===== src/rtl/can_timing_pkg.sv =====
// Constants and types for the CAN bit timing, interrupt identifier and test control block.
// Assumes a 32-bit APB register bus and a single system clock.
package can_timing_pkg;

  // Register byte addresses on the APB bus.
  localparam logic [31:0] ADDR_BIT_TIMING = 32'h4005000C;
  localparam logic [31:0] ADDR_INT_ID     = 32'h40050010;
  localparam logic [31:0] ADDR_TEST       = 32'h40050014;

  // Field positions and widths.
  localparam int BT_WIDTH     = 15;
  localparam int TEST_LSB     = 2;
  localparam int TEST_WIDTH   = 5;
  localparam int TEST_RX_BIT  = 7;
  localparam int NUM_OBJECTS  = 32;

  // Reset values.
  localparam logic [14:0] BT_RESET   = 15'h2301;
  localparam logic [4:0]  TEST_RESET = 5'h00;

  // Interrupt identifier codes.
  localparam logic [15:0] ID_NONE   = 16'h0000;
  localparam logic [15:0] ID_STATUS = 16'h8000;

  // Transmit pin source selections.
  localparam logic [1:0] TX_NORMAL    = 2'h0;
  localparam logic [1:0] TX_SAMPLE    = 2'h1;
  localparam logic [1:0] TX_DOMINANT  = 2'h2;
  localparam logic [1:0] TX_RECESSIVE = 2'h3;

  typedef struct packed {
    logic [2:0] segment_after_sample;
    logic [3:0] segment_before_sample;
    logic [1:0] resync_jump_width;
    logic [5:0] quantum_prescaler;
  } bit_timing_t;

  typedef struct packed {
    logic [1:0] tx_sel;
    logic       loop_back_bit;
    logic       silent;
    logic       basic;
  } test_ctrl_t;

  // Control register bits that live outside this block.
  typedef struct packed {
    logic config_change_enable;
    logic init;
    logic test_enable;
    logic interrupt_enable_bit;
  } ctrl_bits_t;

  typedef enum logic [1:0] {PH_SYNC, PH_SEG1, PH_SEG2} bit_phase_t;

  typedef struct packed {
    bit_timing_t bt;
    test_ctrl_t  test;
    logic        status_pend;
    logic [15:0] int_id;
    logic        irq;
    logic [31:0] prdata;
    logic        rx_meta;
    logic        rx_sync;
    logic [5:0]  pre_cnt;
    logic        tq_tick;
    bit_phase_t  phase;
    logic [4:0]  tq_cnt;
    logic [4:0]  seg_len;
    logic        rx_tq;
    logic        sampled_bit;
    logic        sample_strobe;
    logic        bit_strobe;
    logic        can_tx;
  } state_t;

endpackage


===== src/rtl/can_timing_irq_test_ctrl.sv =====
// CAN bit timing, interrupt identification and test mode control, with its APB register slave.
// Assumes the control register, status register, pending bits and protocol engine sit elsewhere
// on the same clock; only the receive pin comes from outside the clock domain.
//
// Contract
// - Time quantum is system clock divided by 6-bit prescaler plus one.
// - Jump width field at bits 7:6, values 0 to 3, used plus one.
// - Segment before sample point in bits 11:8, values 1 to 15, resets 0011.
// - Segment after sample point in bits 14:12, values 0 to 7, resets 010.
// - Bit timing register resets to 0x2301.
// - Bit timing writes ignored unless config change enable and init both set.
// - Each segment lasts one quantum times field plus one.
// - Resync lengthens or shortens a bit by at most quantum times jump width plus one.
// - Identifier reads zero, object number 1 to 32, or 0x8000 for status.
// - Identifier shows highest priority pending interrupt, whatever the arrival order.
// - Status outranks messages; lower object number has higher priority.
// - Interrupts stay pending until software clears them.
// - Interrupt output high while identifier nonzero and enable bit set.
// - Message interrupt clears when the object pending bit clears.
// - Status interrupt clears when software reads the status register.
// - Test register writable only while test enable is set.
// - Test functions combine; nonzero transmit override disturbs normal transfer.
// - Test bit 2 makes first interface set transmit, second receive buffer.
// - Test bit 3 selects silent mode.
// - Test bit 4 selects loop-back mode.
// - Transmit override bits 6:5 pick normal, sample monitor, dominant or recessive.
// - Test bit 7 reads the inverted receive pin level.
//
// Added by the designer: the APB interface to the registers.
`timescale 1ns/1ps
module can_timing_irq_test_ctrl #(
  parameter int OBJECTS = can_timing_pkg::NUM_OBJECTS
) (
  input  wire logic                      pclk,
  input  wire logic                      presetn,
  input  wire logic                      psel,
  input  wire logic                      penable,
  input  wire logic                      pwrite,
  input  wire logic [31:0]               paddr,
  input  wire logic [31:0]               pwdata,
  output logic      [31:0]               prdata,
  output logic                           pready,
  output logic                           pslverr,
  input  wire can_timing_pkg::ctrl_bits_t ctrl,
  input  wire logic                      status_set,
  input  wire logic                      status_read,
  input  wire logic [OBJECTS-1:0]        obj_pending,
  output logic                           irq,
  output logic      [15:0]               interrupt_identifier_field,
  input  wire logic                      core_tx,
  output logic                           core_rx,
  output logic                           sampled_bit,
  output logic                           sample_strobe,
  output logic                           bit_strobe,
  output logic                           basic_mode,
  output logic                           silent_mode,
  output logic                           loop_back_mode,
  output logic                           transfer_disturbed,
  input  wire logic                      can_rx,
  output logic                           can_tx
);

  can_timing_pkg::state_t s_q;
  can_timing_pkg::state_t s_d;

  logic        setup;
  logic        access;
  logic        wr_bt;
  logic        wr_test;
  logic        rx_int;
  logic        edge_seen;
  logic [4:0]  sjw1;
  logic [4:0]  ext;
  logic [4:0]  len_new;
  logic [4:0]  cnt_next;
  logic [4:0]  rem;
  logic        tx_base;

  // Address decode for the error answer; the read mux decodes paddr on its own.
  function automatic logic addr_ok(input logic [31:0] a);
    addr_ok = (a == can_timing_pkg::ADDR_BIT_TIMING) || (a == can_timing_pkg::ADDR_INT_ID) ||
              (a == can_timing_pkg::ADDR_TEST);
  endfunction

  // Fixed priority: status first, then the lowest numbered pending object.
  function automatic logic [15:0] pick_id(input logic st, input logic [OBJECTS-1:0] pend);
    logic [15:0] id;
    id = can_timing_pkg::ID_NONE;
    for (int i = OBJECTS - 1; i >= 0; i--) begin
      if (pend[i]) begin
        id = 16'(i + 1);
      end
    end
    if (st) begin
      id = can_timing_pkg::ID_STATUS;
    end
    return id;
  endfunction

  // Zero wait-state slave; only the three mapped words answer without error.
  assign setup   = psel & ~penable;
  assign access  = psel & penable;
  assign pready  = 1'b1;
  assign pslverr = access & ~addr_ok(paddr);
  assign wr_bt   = access & pwrite & (paddr == can_timing_pkg::ADDR_BIT_TIMING) &
                   ctrl.config_change_enable & ctrl.init;
  assign wr_test = access & pwrite & (paddr == can_timing_pkg::ADDR_TEST) & ctrl.test_enable;

  // The receiver sees its own transmit stream in loop-back, so the bus cannot disturb a self test.
  assign rx_int  = s_q.test.loop_back_bit ? core_tx : s_q.rx_sync;
  assign tx_base = s_q.test.silent ? 1'b1 : core_tx;

  // Resynchronisation arithmetic, evaluated at each quantum tick.
  assign edge_seen = s_q.rx_tq & ~rx_int;
  assign sjw1      = 5'({3'h0, s_q.bt.resync_jump_width}) + 5'h01;
  assign cnt_next  = s_q.tq_cnt + 5'h01;
  assign ext       = (cnt_next < sjw1) ? cnt_next : sjw1;
  assign len_new   = s_q.seg_len + ext;
  assign rem       = s_q.seg_len - s_q.tq_cnt;

  // Next-state logic for the whole block.
  always_comb begin
    s_d = s_q;
    s_d.sample_strobe = 1'b0;
    s_d.bit_strobe    = 1'b0;

    // Receive pin synchroniser.
    s_d.rx_meta = can_rx;
    s_d.rx_sync = s_q.rx_meta;

    // Register writes.
    if (wr_bt) begin
      s_d.bt = can_timing_pkg::bit_timing_t'(pwdata[can_timing_pkg::BT_WIDTH-1:0]);
    end
    if (wr_test) begin
      s_d.test = can_timing_pkg::test_ctrl_t'(pwdata[can_timing_pkg::TEST_LSB +: can_timing_pkg::TEST_WIDTH]);
    end

    // Read data is captured in the setup cycle and stands through the access phase.
    if (setup) begin
      case (paddr)
        can_timing_pkg::ADDR_BIT_TIMING: s_d.prdata = {17'h00000, s_q.bt};
        can_timing_pkg::ADDR_INT_ID:     s_d.prdata = {16'h0000, s_q.int_id};
        can_timing_pkg::ADDR_TEST:       s_d.prdata = {24'h000000, ~s_q.rx_sync, s_q.test, 2'h0};
        default:                         s_d.prdata = 32'h00000000;
      endcase
    end

    // Status pending is sticky; a new event beats a simultaneous read clear.
    s_d.status_pend = status_set | (s_q.status_pend & ~status_read);
    // Object pending bits are held elsewhere, so a cleared bit drops its code on the next clock.
    s_d.int_id = pick_id(s_d.status_pend, obj_pending);
    s_d.irq    = (s_d.int_id != can_timing_pkg::ID_NONE) & ctrl.interrupt_enable_bit;

    // Quantum prescaler: one tick every prescaler plus one clocks.
    if (s_q.pre_cnt >= s_q.bt.quantum_prescaler) begin
      s_d.pre_cnt = 6'h00;
      s_d.tq_tick = 1'b1;
    end else begin
      s_d.pre_cnt = s_q.pre_cnt + 6'h01;
      s_d.tq_tick = 1'b0;
    end

    // Bit phase sequencer, stepping once per quantum.
    if (s_q.tq_tick) begin
      s_d.rx_tq = rx_int;
      case (s_q.phase)
        can_timing_pkg::PH_SYNC: begin
          s_d.phase   = can_timing_pkg::PH_SEG1;
          s_d.tq_cnt  = 5'h00;
          s_d.seg_len = 5'({1'b0, s_q.bt.segment_before_sample}) + 5'h01;
        end
        can_timing_pkg::PH_SEG1: begin
          // A late edge lengthens the first segment.
          if (edge_seen) begin
            s_d.seg_len = len_new;
          end
          if (cnt_next >= (edge_seen ? len_new : s_q.seg_len)) begin
            s_d.phase         = can_timing_pkg::PH_SEG2;
            s_d.tq_cnt        = 5'h00;
            s_d.seg_len       = 5'({2'h0, s_q.bt.segment_after_sample}) + 5'h01;
            s_d.sampled_bit   = rx_int;
            s_d.sample_strobe = 1'b1;
          end else begin
            s_d.tq_cnt = cnt_next;
          end
        end
        can_timing_pkg::PH_SEG2: begin
          // An early edge shortens the second segment; within reach it restarts the bit.
          if (edge_seen && (rem <= sjw1)) begin
            s_d.phase      = can_timing_pkg::PH_SEG1;
            s_d.tq_cnt     = 5'h00;
            s_d.seg_len    = 5'({1'b0, s_q.bt.segment_before_sample}) + 5'h01;
            s_d.bit_strobe = 1'b1;
          end else if (cnt_next >= (edge_seen ? (s_q.seg_len - sjw1) : s_q.seg_len)) begin
            s_d.phase      = can_timing_pkg::PH_SYNC;
            s_d.tq_cnt     = 5'h00;
            s_d.bit_strobe = 1'b1;
          end else begin
            if (edge_seen) begin
              s_d.seg_len = s_q.seg_len - sjw1;
            end
            s_d.tq_cnt = cnt_next;
          end
        end
        default: begin
          s_d.phase  = can_timing_pkg::PH_SYNC;
          s_d.tq_cnt = 5'h00;
        end
      endcase
    end

    // Transmit pin source selection.
    case (s_q.test.tx_sel)
      can_timing_pkg::TX_NORMAL:    s_d.can_tx = tx_base;
      can_timing_pkg::TX_SAMPLE:    s_d.can_tx = s_q.sample_strobe;
      can_timing_pkg::TX_DOMINANT:  s_d.can_tx = 1'b0;
      can_timing_pkg::TX_RECESSIVE: s_d.can_tx = 1'b1;
      default:                      s_d.can_tx = 1'b1;
    endcase
  end

  // State register.
  always_ff @(posedge pclk or negedge presetn) begin
    if (!presetn) begin
      s_q             <= '0;
      s_q.bt          <= can_timing_pkg::BT_RESET;
      s_q.test        <= can_timing_pkg::TEST_RESET;
      s_q.rx_meta     <= 1'b1;
      s_q.rx_sync     <= 1'b1;
      s_q.rx_tq       <= 1'b1;
      s_q.sampled_bit <= 1'b1;
      s_q.can_tx      <= 1'b1;
      s_q.phase       <= can_timing_pkg::PH_SYNC;
    end else begin
      s_q <= s_d;
    end
  end

  // Outputs.
  assign prdata                     = s_q.prdata;
  assign irq                        = s_q.irq;
  assign interrupt_identifier_field = s_q.int_id;
  assign core_rx                    = rx_int;
  assign sampled_bit                = s_q.sampled_bit;
  assign sample_strobe              = s_q.sample_strobe;
  assign bit_strobe                 = s_q.bit_strobe;
  assign basic_mode                 = s_q.test.basic;
  assign silent_mode                = s_q.test.silent;
  assign loop_back_mode             = s_q.test.loop_back_bit;
  assign transfer_disturbed         = (s_q.test.tx_sel != can_timing_pkg::TX_NORMAL);
  assign can_tx                     = s_q.can_tx;
endmodule


===== config.mk =====
export PLATFORM = sky130hd
export DESIGN_NAME = can_timing_irq_test_ctrl
export DESIGN_NICKNAME = d
export VERILOG_FILES = /design/src/rtl/can_timing_pkg.sv /design/src/rtl/can_timing_irq_test_ctrl.sv
export SDC_FILE = /design/constraint.sdc
export NUM_CORES = 1
export LEC_CHECK = 0
export BUFFER_PORTS_ARGS = -buffer_cell sky130_fd_sc_hd__buf_2
export CAP_MARGIN = 15
export CORE_MARGIN = 2
export CORE_UTILIZATION = 52
export CTS_CLUSTER_SIZE = 16
export DETAILED_ROUTE_END_ITERATION = 10
export PLACE_DENSITY = 0.88
export SKIP_CTS_REPAIR_TIMING = 1
export SYNTH_ARGS = -nofsm -noshare
export SYNTH_HDL_FRONTEND = slang
export SYNTH_SLANG_ARGS = --single-unit

===== constraint.sdc =====
create_clock -name pclk -period 5.9 [get_ports pclk]
set_input_delay 0.295 -clock pclk [delete_from_list [all_inputs] [get_ports pclk]]
set_output_delay 0.295 -clock pclk [all_outputs]
set_load 0.02 [all_outputs]

==> summary.txt <==
Place
  • Final GP Congestion: 0.916
  • Placed Cells: 771
  • Port Buf Inserts: between 100 and 150
  • Final HPWL DP: around 9600 um
  • Placed cell area: 0.00547 sq mm

Cells and area
  • ANT cells: 0
  • Layout area overhead: 13.3%
  • Nets@finish: 806
  • Non-Filler Instances: just under 800
  • Share of cells above drive strength 1: 0.280
  • Post-Layout Inst Area: 0.00571 sq mm
  • Fillers: 820

Yosys
  • Number of synthesized register bits: 70
  • Top post-synthesis cells by area: dfrtp_1, ha_1, buf_4
  • Syn avg cell area: 9.09 sq um
  • Mapped Area: 0.00503 sq mm
  • Most instantiated cells after synthesis: dfrtp_1, nand2_1, buf_4, inv_1, ha_1
  • Yosys top cell area share: 0.303
  • Ys async rst share: 1.00
  • Sequential fraction of the synthesis area: 0.350
  • EDFF count, synth: 0
  • Primary FF master, synth: dfrtp_1
  • Cell with the most instances after synthesis: dfrtp_1
  • Area leader, netlist: dfrtp_1
  • Synth Warn #: 0
  • Synthesized netlist cell count: 554
  • Yosys cell types: 65

Timing
  • Final min period: 4980 ps
  • Tcrit/Tclk final: 0.844
  • Worst slew pin tran: between 800 and 900 ps
  • Slew Viols, Final: 0
  • F_max: 201 MHz
  • Final setup viols: 0
  • Setup TNS: 0 ps
  • Relative slew slack: 0.407
  • Max Clock Skew: 4.14 ps
  • Hold Vio Cnt, Final: 0
  • RSZ-0062 raised after global routing: false

Drt
  • Vias: between 4k and 5k
  • Antenna-violating nets left: 0
  • DR pass1 iterations: 5
  • M1 wire length: 4760 um
  • Max Used Layer: met5
  • WL final: 12100 um
  • Via-to-Cell Ratio: 5.47
  • DR WL met2: 6140 um
  • Initial drt markers: around 220
  • Residual DRC: 0
  • Post-DR wirelength/cell: 15.4 um
  • DR WL met3: approximately 820 um

CTS
  • Reg clk slew, reported paths: 70 ps
  • Clock buffer depth: 2
  • Htree depth: 3
  • CTS tree: yes
  • Worst skew pair latency: around 350 ps
  • CTS Buf Count: 9
  • Sink Count: 70
  • Root Buffer: clkbuf_8

Floorplan
  • Placeable Area: roughly 0.0093 sq mm
  • I/O Pins: 169
  • Die area: ~0.010 sq mm
  • DIE WIDTH: 102 um
  • Row count: 35
  • Starting density of the core: 0.540
  • Die height: roughly 100 um

Setup path
  • Startpoint types: flop
  • Worst R2R End: s_q[11]$_DFFE_PN0P_
  • Critical Path End Type: flop
  • Flop2flop setup slack: a little over 900 ps
  • CP arrival: 5240 ps
  • Setup Crit Path Kind: flop to flop
  • Worst Path Required: 6160 ps
  • Critical-path maximum fanout: 10
  • Reg2Reg Depth: 19
  • Reg2Reg Launch Point: s_q[10]$_DFFE_PN0P_

Global route
  • Largest net degree at the start of global routing: 71
  • Initial antenna violation count: 1
  • Global-route wire length before repair: 19600 um
  • Vias in the first global route: 4276
  • Grt total ovfl: 0
  • Total global routing track utilization: 0.242

Worst hold path
  • Min-delay src: can_rx
  • Worst hold stages: 1
  • Hold Crit Class: primary input to flop
  • Min-Delay Endpoint: s_d[24]$_DFF_PN1_

Power
  • Peak supply drop: about 0.13 mV
  • Leakage: 2.99 nW
  • PD cells: 182 mW/mm^2

Run status
  • Outcome: finished clean

Run
  • Maxcap violations: 0
power by group:
part	internal (W)	switching, W	leakage, nW	total [W]
Clock	0.000261	0.000183	0.116	0.000444
Combinational	0.0000398	0.0000687	2.00	0.000109
Sequential	0.000484	0.00000148	0.873	0.000485
cells by family after synthesis:
group / count (synthesis) / share of synthesized area
AO/OA/AOI/OAI: 125 / 0.172
XOR/XNOR: 18 / 0.0313
flip-flops: 70 / 0.350
other: 2 / 0.00149
adder cells (fa/ha/maj): 44 / 0.114
buffers and inverters: 108 / 0.123
multiplexers: 25 / 0.0552
AND/OR/NAND/NOR: 162 / 0.153
through the flow:
step	setup slack (ps)	hold slack, ps	total power [W]	util
after detailed placement	1010	347	0.000602	0.587
after CTS	958	22.7	0.00105	0.612
final	919	40.8	0.00104	0.612
after global routing	627	22.4	0.00108	0.612
after floorplan	1660	-0.591	0.000561	-
after global placement	1170	347	0.000598	0.587
per-layer routing:
metal	track usage	vias to the layer above
met2	0.420	181
met1	0.284	2038
li1	-	2049
met4	0.127	2
met5	0	-
met3	0.0431	33
worst max-delay path by stage:
stage                             start                  end  cells after the start
finish              s_q[10]$_DFFE_PN0P_  s_q[11]$_DFFE_PN0P_                     19
global route        s_q[10]$_DFFE_PN0P_  s_q[11]$_DFFE_PN0P_                     19
CTS                 s_q[10]$_DFFE_PN0P_  s_q[11]$_DFFE_PN0P_                     18
detailed placement  s_q[10]$_DFFE_PN0P_  s_q[11]$_DFFE_PN0P_                     18
global placement    s_q[10]$_DFFE_PN0P_  s_q[11]$_DFFE_PN0P_                     18
floorplan           s_q[10]$_DFFE_PN0P_  s_q[11]$_DFFE_PN0P_                     18
registers in the layout, indices dropped and copies added (netlist names):
register / flops
bit_strobe: 1
sample_strobe: 1
can_tx: 1
sampled_bit: 1
irq: 1
s_d: 1
interrupt_identifier_field: 7
s_q: 38
prdata: 16
basic_mode: 1
silent_mode: 1
loop_back_mode: 1
placed cells by master, fill, tap and decap left out, drive strengths merged, types with 3 or more instances in the layout:
cell / synthesis / routed
and3: 4 / 4
a22oi: 6 / 6
buf: 58 / 126
and4: 3 / 3
nand3: 12 / 12
inv: 45 / 45
a21o: 12 / 12
o21ai: 37 / 37
o21a: 3 / 3
fa: 3 / 3
a21oi: 25 / 25
o22ai: 4 / 4
a31oi: 5 / 5
dfstp: 9 / 9
nor4: 13 / 13
xnor2: 8 / 8
nor3: 11 / 11
mux2i: 6 / 6
o31ai: 7 / 7
mux2: 19 / 19
ha: 41 / 41
nand2: 58 / 58
clkbuf: 5 / 11
xor2: 10 / 10
conb: 2 / 27
nor2b: 7 / 7
nor2: 38 / 38
a211oi: 4 / 4
nand2b: 4 / 4
a21boi: 3 / 3
dfrtp: 61 / 61
or2: 4 / 4
critical path, stage by stage (launching register included):
cell and delay [ps]:
dfrtp_1 500, ha_1 280, xor2_1 380, ha_1 310, o21ai_0 70, nand3_1 230, mux2i_1 250, ha_1 200
inv_1 60, fa_1 380, nor2b_1 210, o21a_1 140, o21ai_0 80, xor2_1 230, ha_1 280, a21oi_1 120
o21ai_1 230, or2_2 410, a211o_1 360, o22ai_1 170
cell type report:
cell class	count	area [sq um]	area share
Inverter	45	169	0.0296
Sequential cell	70	1760	0.309
Multi-Input combinational cell	401	2750	0.481
Clock buffer	11	151	0.0265
Clock inverter	5	81.3	0.0143
Timing Repair Buffer	126	633	0.111
Tap cell	129	161	0.0283
(Power assumes the default switching activity.)
